File: config.mk
export PLATFORM = sky130hd
export DESIGN_NAME = sdram_config_refresh
export DESIGN_NICKNAME = d
export VERILOG_FILES = /design/src/sdram_config_refresh.v
export VERILOG_INCLUDE_DIRS = /design/src
export SDC_FILE = /design/constraint.sdc
export NUM_CORES = 1
export LEC_CHECK = 0
export ABC_CLOCK_PERIOD_IN_PS = 3950
export BUFFER_PORTS_ARGS = -buffer_cell sky130_fd_sc_hd__buf_2
export CELL_PAD_IN_SITES_DETAIL_PLACEMENT = 1
export CELL_PAD_IN_SITES_GLOBAL_PLACEMENT = 1
export CORE_MARGIN = 3
export CORE_UTILIZATION = 38
export DETAILED_ROUTE_END_ITERATION = 16
export PLACE_DENSITY = 0.83
export SYNTH_ARGS = -nofsm -noshare
export SYNTH_HDL_FRONTEND = slang
export SYNTH_SLANG_ARGS = --single-unit
File: constraint.sdc
create_clock -name sys_clk_i -period 3.95 [get_ports sys_clk_i]
set_clock_uncertainty 0.2 [all_clocks]
set_input_delay 1.185 -clock sys_clk_i [delete_from_list [all_inputs] [get_ports sys_clk_i]]
set_output_delay 1.185 -clock sys_clk_i [all_outputs]
set_load 0.01 [all_outputs]
File: src/sdram_cfg_consts.vh
`ifndef SDRAM_CFG_CONSTS_VH
`define SDRAM_CFG_CONSTS_VH
// Register byte addresses on the system bus
`define ADDR_TIMING_CONFIG 32'h10000000
`define ADDR_REFRESH_INTERVAL 32'h10000004
// Configuration field positions
`define CFG_PRECHARGE_BIT 30
`define CFG_MODE_ARM_BIT 29
`define CFG_REFRESH_BIT 28
`define CFG_LAT_HI 21
`define CFG_LAT_LO 20
`define CFG_ACT_RW_HI 17
`define CFG_ACT_RW_LO 16
`define CFG_REF_ACT_HI 15
`define CFG_REF_ACT_LO 12
`define CFG_RAS_HI 10
`define CFG_RAS_LO 8
`define CFG_WR_ACT_HI 6
`define CFG_WR_ACT_LO 4
`define CFG_RP_BIT 1
`define CFG_DPL_BIT 0
// Writable configuration bits (reserved bits read zero)
`define CFG_WRITE_MASK 32'h7033F773
`define CFG_RESET 32'h00000000
// DRAM area decode: address bits 31..26 zero
`define DRAM_AREA_MASK 32'hFC000000
// Mode value field on the system bus address
`define MODE_ADDR_HI 22
`define MODE_ADDR_LO 11
// Refresh timer width and reset
`define REF_W 11
`define REF_RESET 11'h000
`define REF_ONE 11'h001
`endif

File: src/sdram_config_refresh.v
`timescale 1ns/1ps
`include "sdram_cfg_consts.vh"
module sdram_config_refresh
(
    // Clock and reset
    input wire sys_clk_i,
    input wire rst_i,
    // System bus register and store access
    input wire bus_wr_i,
    input wire bus_rd_i,
    input wire [31:0] bus_addr_i,
    input wire [31:0] bus_wdata_i,
    output reg [31:0] bus_rdata_o,
    // Transaction engine status
    input wire dram_busy_i,
    // Commands to the SDRAM pin sequencer
    output reg cmd_precharge_o,
    output reg cmd_mode_set_o,
    output reg cmd_refresh_o,
    output reg [11:0] mode_value_o,
    input wire cmd_done_i,
    // Timing fields to the transaction engine
    output wire [1:0] read_latency_o,
    output wire [1:0] act_to_rw_delay_o,
    output wire [3:0] refresh_to_act_period_o,
    output wire [2:0] act_to_pre_period_o,
    output wire [2:0] wrdata_to_act_period_o,
    output wire [1:0] pre_to_act_cycles_o,
    output wire [1:0] wrdata_to_pre_cycles_o,
    // Store to DRAM area while mode-set is not armed
    output wire dram_store_o
);

    // Sequencer state codes
    localparam ST_IDLE = 2'h0;
    localparam ST_PRE = 2'h1;
    localparam ST_MODE = 2'h2;
    localparam ST_REF = 2'h3;

    // Bits that software may set in the configuration word
    localparam [31:0] CFG_WR_MASK = `CFG_WRITE_MASK;

    // Configuration register and its next value
    reg [31:0] cfg_r;
    reg [31:0] cfg_nxt;

    // Refresh interval, down-counter and run flag
    reg [`REF_W-1:0] interval_r;
    reg [`REF_W-1:0] interval_nxt;
    reg [`REF_W-1:0] count_r;
    reg [`REF_W-1:0] count_nxt;
    reg running_r;
    reg running_nxt;

    // Command sequencer state and captured mode value
    reg [1:0] state_r;
    reg [1:0] state_nxt;
    reg [11:0] mode_value_nxt;

    // Read data next value
    reg [31:0] rdata_nxt;

    // Counter at one, refresh due
    reg refresh_tick;

    // Decoded selects and strobes
    wire cfg_sel;
    wire int_sel;
    wire dram_sel;
    wire cfg_wr;
    wire int_wr;
    wire mode_store;
    wire pre_done;
    wire ref_done;
    wire seq_idle;
    wire [31:0] cfg_sw;
    wire [31:0] count_word;

    // Register and DRAM area decode
    assign cfg_sel = (bus_addr_i == `ADDR_TIMING_CONFIG);
    assign int_sel = (bus_addr_i == `ADDR_REFRESH_INTERVAL);
    assign dram_sel = ((bus_addr_i & `DRAM_AREA_MASK) == 32'h00000000);

    // Register write strobes
    assign cfg_wr = bus_wr_i && cfg_sel;
    assign int_wr = bus_wr_i && int_sel;

    // Armed store requests a mode-set, otherwise a plain store
    assign mode_store = bus_wr_i && dram_sel && cfg_r[`CFG_MODE_ARM_BIT];
    assign dram_store_o = bus_wr_i && dram_sel && !cfg_r[`CFG_MODE_ARM_BIT];

    // Sequencer free to take a new command
    assign seq_idle = (state_r == ST_IDLE);

    // Command completion seen per state
    assign pre_done = (state_r == ST_PRE) && cmd_done_i;
    assign ref_done = (state_r == ST_REF) && cmd_done_i;

    // Raw timing fields for the transaction engine
    assign read_latency_o = cfg_r[`CFG_LAT_HI:`CFG_LAT_LO];
    assign act_to_rw_delay_o = cfg_r[`CFG_ACT_RW_HI:`CFG_ACT_RW_LO];
    assign refresh_to_act_period_o = cfg_r[`CFG_REF_ACT_HI:`CFG_REF_ACT_LO];
    assign act_to_pre_period_o = cfg_r[`CFG_RAS_HI:`CFG_RAS_LO];
    assign wrdata_to_act_period_o = cfg_r[`CFG_WR_ACT_HI:`CFG_WR_ACT_LO];

    // Selected cycle counts from the single-bit fields
    assign pre_to_act_cycles_o = cfg_r[`CFG_RP_BIT] ? 2'h3 : 2'h2;
    assign wrdata_to_pre_cycles_o = cfg_r[`CFG_DPL_BIT] ? 2'h2 : 2'h1;

    // Counter value as a read word, upper bits zero
    assign count_word = {21'h00000, count_r};

    // Per-bit software write value, reserved bits forced to zero
    genvar b;
    generate
        for (b = 0; b < 32; b = b + 1)
        begin : g_cfg_bit
            assign cfg_sw[b] = CFG_WR_MASK[b] & bus_wdata_i[b];
        end
    endgenerate

    // Refresh counter reaching one requests refresh
    always @*
    begin
        refresh_tick = running_r && (count_r == `REF_ONE);
    end

    // Command sequencer next state, mode-set over precharge over refresh
    always @*
    begin
        state_nxt = state_r;
        case (state_r)
            ST_IDLE:
            begin
                if (!dram_busy_i)
                begin
                    if (mode_store)
                        state_nxt = ST_MODE;
                    else if (cfg_r[`CFG_PRECHARGE_BIT])
                        state_nxt = ST_PRE;
                    else if (cfg_r[`CFG_REFRESH_BIT])
                        state_nxt = ST_REF;
                end
            end
            default:
            begin
                if (cmd_done_i)
                    state_nxt = ST_IDLE;
            end
        endcase
    end

    // Mode value taken from the armed store address
    always @*
    begin
        mode_value_nxt = mode_value_o;
        if (seq_idle && state_nxt == ST_MODE)
            mode_value_nxt = bus_addr_i[`MODE_ADDR_HI:`MODE_ADDR_LO];
    end

    // Sequencer state
    always @(posedge sys_clk_i or posedge rst_i)
    begin
        if (rst_i)
            state_r <= ST_IDLE;
        else
            state_r <= state_nxt;
    end

    // Command outputs, high while the command is outstanding
    always @(posedge sys_clk_i or posedge rst_i)
    begin
        if (rst_i)
        begin
            cmd_precharge_o <= 1'b0;
            cmd_mode_set_o <= 1'b0;
            cmd_refresh_o <= 1'b0;
        end
        else
        begin
            cmd_precharge_o <= (state_nxt == ST_PRE);
            cmd_mode_set_o <= (state_nxt == ST_MODE);
            cmd_refresh_o <= (state_nxt == ST_REF);
        end
    end

    // Mode value register
    always @(posedge sys_clk_i or posedge rst_i)
    begin
        if (rst_i)
            mode_value_o <= 12'h000;
        else
            mode_value_o <= mode_value_nxt;
    end

    // Configuration next value; hardware set wins over every clear
    always @*
    begin
        cfg_nxt = cfg_r;
        if (cfg_wr)
            cfg_nxt = cfg_sw;
        if (pre_done && !cfg_wr)
            cfg_nxt[`CFG_PRECHARGE_BIT] = 1'b0;
        if (ref_done && !cfg_wr)
            cfg_nxt[`CFG_REFRESH_BIT] = 1'b0;
        if (refresh_tick)
            cfg_nxt[`CFG_REFRESH_BIT] = 1'b1;
    end

    // Configuration register
    always @(posedge sys_clk_i or posedge rst_i)
    begin
        if (rst_i)
            cfg_r <= `CFG_RESET;
        else
            cfg_r <= cfg_nxt;
    end

    // Refresh timer next values
    always @*
    begin
        interval_nxt = interval_r;
        count_nxt = count_r;
        running_nxt = running_r;
        if (int_wr)
        begin
            interval_nxt = bus_wdata_i[`REF_W-1:0];
            count_nxt = bus_wdata_i[`REF_W-1:0];
            running_nxt = 1'b1;
        end
        else if (running_r)
        begin
            if (count_r <= `REF_ONE)
                count_nxt = interval_r;
            else
                count_nxt = count_r - `REF_ONE;
        end
    end

    // Refresh timer registers; only a reset stops the counter
    always @(posedge sys_clk_i or posedge rst_i)
    begin
        if (rst_i)
        begin
            interval_r <= `REF_RESET;
            count_r <= `REF_RESET;
            running_r <= 1'b0;
        end
        else
        begin
            interval_r <= interval_nxt;
            count_r <= count_nxt;
            running_r <= running_nxt;
        end
    end

    // Register read data next value
    always @*
    begin
        rdata_nxt = bus_rdata_o;
        if (bus_rd_i)
        begin
            if (cfg_sel)
                rdata_nxt = cfg_r;
            else if (int_sel)
                rdata_nxt = count_word;
            else
                rdata_nxt = 32'h00000000;
        end
    end

    // Register read data
    always @(posedge sys_clk_i or posedge rst_i)
    begin
        if (rst_i)
            bus_rdata_o <= 32'h00000000;
        else
            bus_rdata_o <= rdata_nxt;
    end

endmodule

After elaboration in Yosys (flattened, before gate mapping)
Index checks and enable logic that the tools add are counted.
{ "word_totals": {"register_bits": 91, "word_cells": 57} }
{ "classes": {"eq_ne": 8, "n_lt_le_gt_ge": 1, "reduce_logical": 18, "muxes": 17, "add_sub_neg": 1} }
{ "op_table": {"columns": ["operator", "count"], "rows": [
  ["32-bit by 29-bit == test with 1-bit output, second input constant", 2],
  ["31-bit 2-to-1 mux", 2],
  ["11-bit 2-to-1 mux", 4],
  ["32-bit zero test", 1],
  ["2-bit 2-to-1 mux", 7],
  ["11-bit by 1-bit == test with 1-bit output, second input constant", 1],
  ["11-bit by 1-bit less-or-equal comparator with 1-bit output, second input constant", 1],
  ["1-bit logical AND", 11],
  ["11-bit by 1-bit subtractor with 11-bit output, second input constant", 1],
  ["2-bit == test, second input constant", 3],
  ["2-bit by 1-bit == test with 1-bit output, second input constant", 2],
  ["1-bit 2-to-1 mux", 4],
  ["2-bit nonzero test", 2],
  ["3-bit nonzero test", 1],
  ["1-bit zero test", 2],
  ["2-bit zero test", 1]
]} }

Longest topological paths before layout
Gate-level depths: netlist of the first run.
{ "depth": {"ltp_word": 8, "depth_mapped": 8, "ltp_nobuf": 7} }

Worst setup path before layout of the first run
OpenSTA, ideal clock, no wires.
{ "synth_path": {"path_kind": "input to output", "from": "input bus_addr_i[26]", "to": "output dram_store_o", "slack_ns": 0.576, "t_required_ns": 2.565, "t_arrival_ns": 1.989, "stages": 3, "cell_sequence": "nor4_1 -> nor4bb_1 -> nor2b_1"} }
{ "synth_via": {"elab_chain_len": 3} }
{ "synth_lines": {"columns": ["element", "line_no", "rtl"], "rows": [
  ["start: declaration", "sdram_config_refresh.v:11", "input wire [31:0] bus_addr_i,"],
  ["32-bit zero test", "sdram_config_refresh.v:82", "assign dram_sel = ((bus_addr_i & `DRAM_AREA_MASK) == 32'h00000000);"],
  ["1-bit logical AND (2 in series)", "sdram_config_refresh.v:90", "assign dram_store_o = bus_wr_i && dram_sel && !cfg_r[`CFG_MODE_ARM_BIT];"],
  ["end: declaration", "sdram_config_refresh.v:31", "output wire dram_store_o"]
]} }
No other way between the ends.

Worst setup path in the final report of the first run
Same ends and word-level chain as after synthesis.

==> results of run 1 <==
## placed cells by master (no fill, tap or decap), types with 4 or more instances in the layout
cell type,instances
inv_1,15
o31ai_1,6
dfrtp_1,81
nor2_1,24
o21ai_0,14
buf_2,114
nor4_1,6
nor3_1,4
and3_1,6
a31oi_1,4
a22o_1,20
buf_4,7
mux2_4,8
a21oi_1,6
mux2_2,22
conb_1,11
o2bb2ai_1,4
nand2_1,41
clkbuf_8,9
mux2i_1,11
## cell usage after synthesis (all sizes together), types with 3 or more instances
cell type	n
a22o	20
o31ai	6
dfrtp	81
a21oi	6
nor4	8
mux2i	11
nand3	3
o21ai	14
clkbuf	9
nor2	24
buf	34
o2bb2ai	4
nand4	3
nor2b	3
mux2	30
inv	16
and3	6
nor3	4
nand2	41
or4	3
a31oi	4
## cell type report
| class | instances | area [um^2] | area share (%) |
|---|---|---|---|
| flip-flops and latches | 81 | 2030 | 43.0 |
| multi-input cells | 228 | 1590 | 33.7 |
| repair buffers | 122 | 643 | 13.6 |
| well taps | 133 | 166 | 3.53 |
| clock buffers | 9 | 124 | 2.63 |
| clock inverters | 7 | 106 | 2.25 |
| inverters | 16 | 61.3 | 1.30 |
## flip-flops by register name, summed over array words and instances (netlist names)
name	flops
bus_rdata_o	22
state_r	2
mode_value_o	12
cmd_precharge_o	1
count_r	11
cfg_r	19
cmd_refresh_o	1
running_r	1
cmd_mode_set_o	1
interval_r	11
## worst reg2reg max path, stage by stage, from the launching register on
cell and delay (ns):
dfrtp_1 0.48, nor4_2 0.48, o2111ai_1 0.39, mux2_2 0.39, a221oi_1 0.34, nor2_1 0.08
## layer usage
| layer | track usage (%) | vias to the layer above |
|---|---|---|
| li1 | - | 1444 |
| met1 | 23.2 | 1562 |
| met2 | 31.3 | 80 |
| met3 | 4.44 | 16 |
| met4 | 6.40 | 2 |
| met5 | 0 | - |
## cells by family after synthesis
group                    Yosys count  synth area share [%]
flip-flops                        81                  51.4
other                              2                 0.190
adder cells (fa/ha/maj)            2                 0.635
multiplexers                      41                  12.1
buffers and inverters             59                  9.11
AO/OA/AOI/OAI                     68                  12.7
AND/OR/NAND/NOR                  106                  13.9
## power by group through the flow
stage          clock [mW]  combinational [mW]  sequential, mW
5_1_grt             0.750              0.0872           0.829
6_report            0.704              0.0773           0.828
2_1_floorplan           0              0.0397           0.845
4_1_cts             0.722              0.0790           0.828
3_5_place_dp            0              0.0785           0.845
3_3_place_gp            0              0.0747           0.845
## through the flow
step | hold WS, ns | utilization [%] | cells | total power [mW]
floorplan | 0.235 | - | 368 | 0.885
global placement | 0.250 | 45.3 | 580 | 0.920
detailed placement | 0.260 | 45.3 | 580 | 0.923
CTS | 0.280 | 47.6 | 596 | 1.63
global route | 0.320 | 47.6 | 596 | 1.67
finish | 0.278 | 47.6 | 596 | 1.61
## worst paths after layout
check                                           from                     endpoint  slack (ns)
min in group asynchronous                      rst_i  bus_rdata_o[21]$_DFFE_PP0P_        0.61
max reg2reg                   count_r[7]$_DFFE_PP0P_       count_r[2]$_DFFE_PP0P_        1.47
max in group asynchronous                      rst_i         cfg_r[6]$_DFFE_PP0P_        2.16
max                                   bus_addr_i[26]                 dram_store_o        0.18
min                        interval_r[2]$_DFFE_PP0P_    interval_r[2]$_DFFE_PP0P_        0.28
min reg2reg                interval_r[2]$_DFFE_PP0P_    interval_r[2]$_DFFE_PP0P_        0.28
==> results by stage, run 1 <==
Global route:
- The wire length of the first global-routing pass is 16800 um.
- Entering global routing, the biggest net connects 31 pins.
- The initial antenna violation count came to 1.
- The overall fraction of global-route tracks in use is 18.5%.
- The via count of the first global-routing pass is 3228.
- For this run the aggregate overflow at the end of global routing stands at 0.

STA:
- The relative max-transition margin is 39.1%.
- The final worst-path setup slack is 0.182 ns.
- Subtracting the final worst setup slack from the clock period gives 3.77 ns.
- The final setup violation count is 0.
- Setup repair after global routing left no endpoint under its margin.
- The final hold violation count came to 0.
- For the pin with the worst max-slew slack, the measured transition is 0.912 ns.
- Static timing analysis puts the maximum clock frequency at 265 MHz.
- In the final timing run, aggregate negative setup slack is 0 ns.
- The portion of the clock cycle consumed by the worst path in the final layout is 95.4%.
- The number of max-slew violations in the final report is 0.

Critical path:
- The number of buffers and inverters on the critical path is 3.
- In this design, the largest share of critical-path delay is due to simple AND/OR/NAND/NOR gates.
- Along the worst path, the maximum fanout reaches 3.
- The cell seen most often among critical-path stages is buf_2.
- The required arrival time at the worst endpoint is 2.56 ns.
- The worst setup path is launched from a primary input.
- The critical path is of the in2out type.
- Walking the worst path, the cells encountered are buf_2 -> nor4_1 -> nor4bb_1 -> buf_4 -> nor2b_1 -> buf_2.
- The slowest cell on the critical path is nor4_1.
- The logic depth of the worst setup path including buffers is 6.
- The largest stage delay on the critical path is 0.34 ns.
- The number of cells on the worst reg-to-reg path is 5.
- STA classifies the critical path endpoint as an output port.
- Data arrives at the worst endpoint at 2.38 ns.

Clock network:
- The clock input transition at the sequential cells of the worst setup and hold paths is 0.09 ns.
- Clock tree synthesis selected as its root buffer the cell clkbuf_8.
- For this design, the sink count on the clock tree is 81.
- The number of buffers on the longest clock path is 2.
- The number of hold-repair buffers added at the cts stage is 0.
- In this run, post-CTS repair resized a total of 0 instances.
- The source-to-sink clock delay at the later pin of the worst-skew pair is 0.36 ns.
- TritonCTS built the clock tree.
- The setup fix buffers added after clock tree synthesis is 0.
- The maximum level of the CTS H-tree is 3.
- The number of buffers inserted during clock tree synthesis is 9.

Power and ir drop:
- The total power density per cell area is 341 nW/um^2.
- Across the VDD grid, the largest voltage drop is 129 uV.
- In this run switching power makes up 23.9% of total power.
- The static leakage is 2.55 nW.
- The sequential cell fraction of total power is 51.5%.
- The switching power total is 0.384 mW.
- The cell-internal power is 1.23 mW.
- The share of total power in combinational logic is 4.8%.
- The part of the power in the clock network is 43.7%.

Floorplan:
- The vertical die dimension is 108 um.
- The number of top-level pins is 136.
- The starting density of the core is 39.8%.
- The total area inside the core boundary comes to 9910 um^2.
- After floorplanning, the core was divided into 36 placement rows.
- The die covers 11600 um^2.
- The die is 108 um wide.

Min path:
- The count of cells along the worst hold path is 2.
- In this run the worst hold path is classified as reg2reg.

Yosys:
- The largest area contributor in the netlist is dfrtp_1.
- The prevailing post-synth register cell is dfrtp_1.
- The total standard cell area after synthesis is 3940 um^2.
- For this run, the number of Yosys warnings is 0.
- Synthesis inferred 81 register bits.
- Synthesis produced a netlist whose cell count is 359.
- In the post-synthesis netlist, the biggest area contributors are dfrtp_1 51%, mux2_2 6.3%, buf_4 5.1%.
- The share of the synthesized area in the top cell type is 51.4%.
- Counting flops with a built-in enable in the synthesized netlist gives 0.
- After synthesis, flip-flops and latches occupy 51.4% of the total area.
- Averaged over all synthesized cells, the footprint is 11.0 um^2.
- The fraction of synthesis flops using an asynchronous set or reset pin is 100%.
- Synthesis instantiated 47 different standard cells from the library.

Finish:
- The final instance area is 4720 um^2.
- At the end of the flow, the number of nets in the layout was 530.
- Relative to the synthesized area, the layout overhead comes to 19.7%.
- The number of filler cells placed in the layout is 1176.
- Of the cells placed in the final design, the portion with a size suffix greater than 1 is 37.8%.
- The diode insertion count for antenna repair is 0.

Drt:
- Using the TritonRoute via totals, the vias-per-cell ratio works out to 5.21.
- The remaining antenna violation count is 0.
- The detailed-routed wire length on met3 is 509 um.
- The average wire per cell in the routed design is 17.6 um.
- The highest layer touched by signal routing is met5.
- The routed wire length is 10500 um.
- The number of search-and-repair iterations in the first detailed-routing pass is 4.
- In this run, the number of DRC markers left after iteration 0 of detailed routing was 153.
- Across all layers, the routed design uses 3104 vias.
- The met2 wire length is 5250 um.
- The detailed-route wire length on metal 1 is 4540 um.
- For this run, design rule violations remaining after detail routing come to 0.

Placed design:
- At the placement stage, the worst setup path has a slack of 0.157 ns.
- Summed over all nets, the half-perimeter wirelength after detailed placement is 7780 um.
- Once placement finished, the instance area stood at 4490 um^2.
- The routability congestion estimate from global placement is 0.834.
- The number of port buffers is 114.

Run status:
- The flow ran to the end, and the final reports show no timing, DRC or antenna violations.

Run:
- The tool flagged a number of max-cap violations equal to 0.
Power figures use the tool's default switching activity.
==> inputs of run 2 (changes only) <==
Settings changed: ABC_CLOCK_PERIOD_IN_PS 3950 to not set, PLACE_DENSITY 0.83 to 0.77.
==> results by stage, run 2 (synthesis results as in run 1) <==
Finish:
- The sequential cell area in the final layout was 2030 um^2 (unchanged).
- The register with the most flip-flops is bus_rdata_o.
- The net total in the final layout was 529 (-0.19%).
- The final design utilization is 48.1% (+0.44 points).
- The largest registers in the layout are bus_rdata_o: 22 flops, cfg_r: 19 flops, mode_value_o: 12 flops.
- The diode insertion count for antenna repair was 0 (unchanged).
- The final instance area is 4760 um^2 (+0.93%).
- The area of combinational cells with multiple inputs came to 1600 um^2 (+0.39%).
- From synthesis to final layout, the design area changed by 20.8%.
- The number of filler cells placed in the layout came to 1155 (-1.8%).
- The share of layout cells above drive strength 1 is 37.9% (+0.082 points).
- In the layout the commonest cells are 114 x buf_2, 81 x dfrtp_1, 41 x nand2_1.
- The number of flip-flops in the largest register is 22 (unchanged).
- Leaving out fill and tap cells, the most frequent cell in the layout is buf_2.

Placed design:
- The placed cell area came to 4480 um^2 (-0.17%).
- The routability congestion estimate from global placement was 0.803 (-3.7%).
- The final HPWL from detailed placement is 7750 um (-0.39%).
- The number of port buffers was 114 (unchanged).

Power and ir drop:
- The peak supply drop is 200 uV (+55%).
- The total power density per cell area is 362 nW/um^2 (+6.0%).
- The static leakage is 2.57 nW (+0.69%).

Drt:
- The post-detailed-route via-to-cell ratio is 5.14 (-1.2%).
- The routed via count came to 3061 (-1.4%).
- The first-iteration detailed-routing DRC count is 113 (-26%).
- The routed wire length is 10400 um (-0.59%).
- The number of remaining DRC errors is 0 (unchanged).
- The average wire per cell in the routed design came to 17.5 um (-0.42%).
- The number of search-and-repair iterations in the first detailed-routing pass came to 4 (unchanged).
- The remaining antenna violation count was 0 (unchanged).

Run:
- The max-capacitance violation count came to 0 (unchanged).

Clock network:
- The clock sink count is 81 (unchanged).
- The number of buffers inserted during clock tree synthesis came to 9 (unchanged).
- The cell sitting at the root of the clock tree is a clkbuf_8.
- The setup fix buffers added after clock tree synthesis came to 0 (unchanged).
- The clock input transition at the sequential cells of the worst setup and hold paths is 0.09 ns (about the same).
- The maximum level of the CTS H-tree came to 3 (unchanged).
- The number of buffers on the longest clock path was 2 (unchanged).
- The source-to-sink clock delay at the later pin of the worst-skew pair came to 0.36 ns (about the same).
- The TritonCTS clock tree is yes.

STA:
- The actual slew at the worst max-slew pin is 0.878 ns (-0.0341 ns).
- The portion of the clock cycle consumed by the worst path in the final layout is 95.3% (about the same).
- The number of max-slew violations in the final report is 0 (unchanged).
- The final setup violation count came to 0 (unchanged).
- The final hold violation count is 0 (unchanged).
- The achievable frequency is 266 MHz (about the same).
- The clock period minus worst slack is 3.77 ns (-0.00242 ns).
- The relative max-transition margin is 41.4% (+2.3 points).

Global route:
- The overall fraction of global-route tracks in use is 18.2% (-0.30 points).
- The wire length of the first global-routing pass was 16500 um (-1.8%).
- The aggregate global routing overflow is 0 (unchanged).
- The largest net degree at the start of global routing is 42 (+35%).
- The via count of the first global-routing pass was 3254 (+0.81%).
- The initial antenna violation count came to 1 (unchanged).

Critical path:
- The cell seen most often among critical-path stages is buf_2.
- The largest driver fanout on the critical path is 3 (unchanged).
- Walking the worst path, the cells encountered are buf_2 -> nor4_1 -> nor4bb_2 -> nor2b_1 -> buf_2.
- The slowest cell on the critical path is nor4_1.
- STA classifies the critical path endpoint as an output port.
- The required arrival time at the worst endpoint is 2.56 ns (about the same).
- The critical path is of the in2out type.
- The largest stage delay on the critical path is 0.39 ns (+0.05 ns).
- The startpoint class of the critical path is a primary input.
- The arrival time of data at the critical path endpoint is 2.38 ns (about the same).

Min path:
- The worst min-delay path category is reg2reg.

Floorplan:
- The vertical die dimension is 108 um (unchanged).
- The number of top-level pins is 136 (unchanged).
- The total core area was 9910 um^2 (unchanged).
- The die footprint came to 11600 um^2 (unchanged).
- The die boundary width was 108 um (unchanged).
- The starting density of the core was 39.8% (unchanged).
- The number of rows in the core area is 36 (unchanged).

Run status:
- The flow ran to the end, and the final reports show no timing, DRC or antenna violations.
[run 2: critical path: cells and delay by family]
family | cells | cell delay [ns]
buffers and inverters | 2 | 0.23
AND/OR/NAND/NOR | 3 | 0.95
[run 2: layout make-up]
type | instances | area share, %
clock buffers | 10 | 2.89
clock inverters | 6 | 2.89
inverters | 16 | 1.29
multi-input cells | 228 | 33.5
flip-flops and latches | 81 | 42.6
well taps | 133 | 3.49
repair buffers | 121 | 13.3
[run 2: final timing paths]
check	from	end	slack (ns)	cells after the start
min in group asynchronous	rst_i	bus_rdata_o[4]$_DFFE_PP0P_	0.72	2
min reg2reg	interval_r[3]$_DFFE_PP0P_	interval_r[3]$_DFFE_PP0P_	0.28	2
max	bus_addr_i[26]	dram_store_o	0.18	5
max in group asynchronous	rst_i	interval_r[7]$_DFFE_PP0P_	2.16	3
max reg2reg	count_r[7]$_DFFE_PP0P_	count_r[7]$_DFFE_PP0P_	1.39	6
min	interval_r[3]$_DFFE_PP0P_	interval_r[3]$_DFFE_PP0P_	0.28	2
[run 2: report_power, final]
part           total (mW)  internal [mW]  leakage (nW)  switching, mW
combinational      0.0773         0.0295          1.35         0.0477
clock               0.816          0.504         0.137          0.312
sequential          0.828          0.828          1.08     0.00000154
total                1.72           1.36          2.57          0.360
[run 2: layer usage]
| layer | track usage [%] | up-vias | share of wire, % |
|---|---|---|---|
| met5 | 0 | - | 0.067 |
| met4 | 6.31 | 2 | 1.6 |
| met3 | 4.32 | 13 | 5.1 |
| met2 | 30.8 | 80 | 50 |
| met1 | 22.9 | 1534 | 43 |
| li1 | - | 1432 | - |
[run 2: what timing repair did]
item / 4_1_cts / 5_1_grt
resized for setup: 0 / 1
endpoints found under the setup margin: 0 / 1
hold buffers: 0 / 0
[run 2: metrics by stage]
stage | cells | setup slack, ns | setup TNS (ns) | hold WS (ns) | total power [mW]
floorplan | 368 | 0.485 | 0 | 0.235 | 0.885
global placement | 579 | 0.212 | 0 | 0.254 | 0.921
detailed placement | 579 | 0.0880 | 0 | 0.261 | 0.923
CTS | 595 | 0.107 | 0 | 0.281 | 1.74
global route | 595 | -0.00179 | -0.00179 | 0.314 | 1.78
finish | 595 | 0.184 | 0 | 0.276 | 1.72
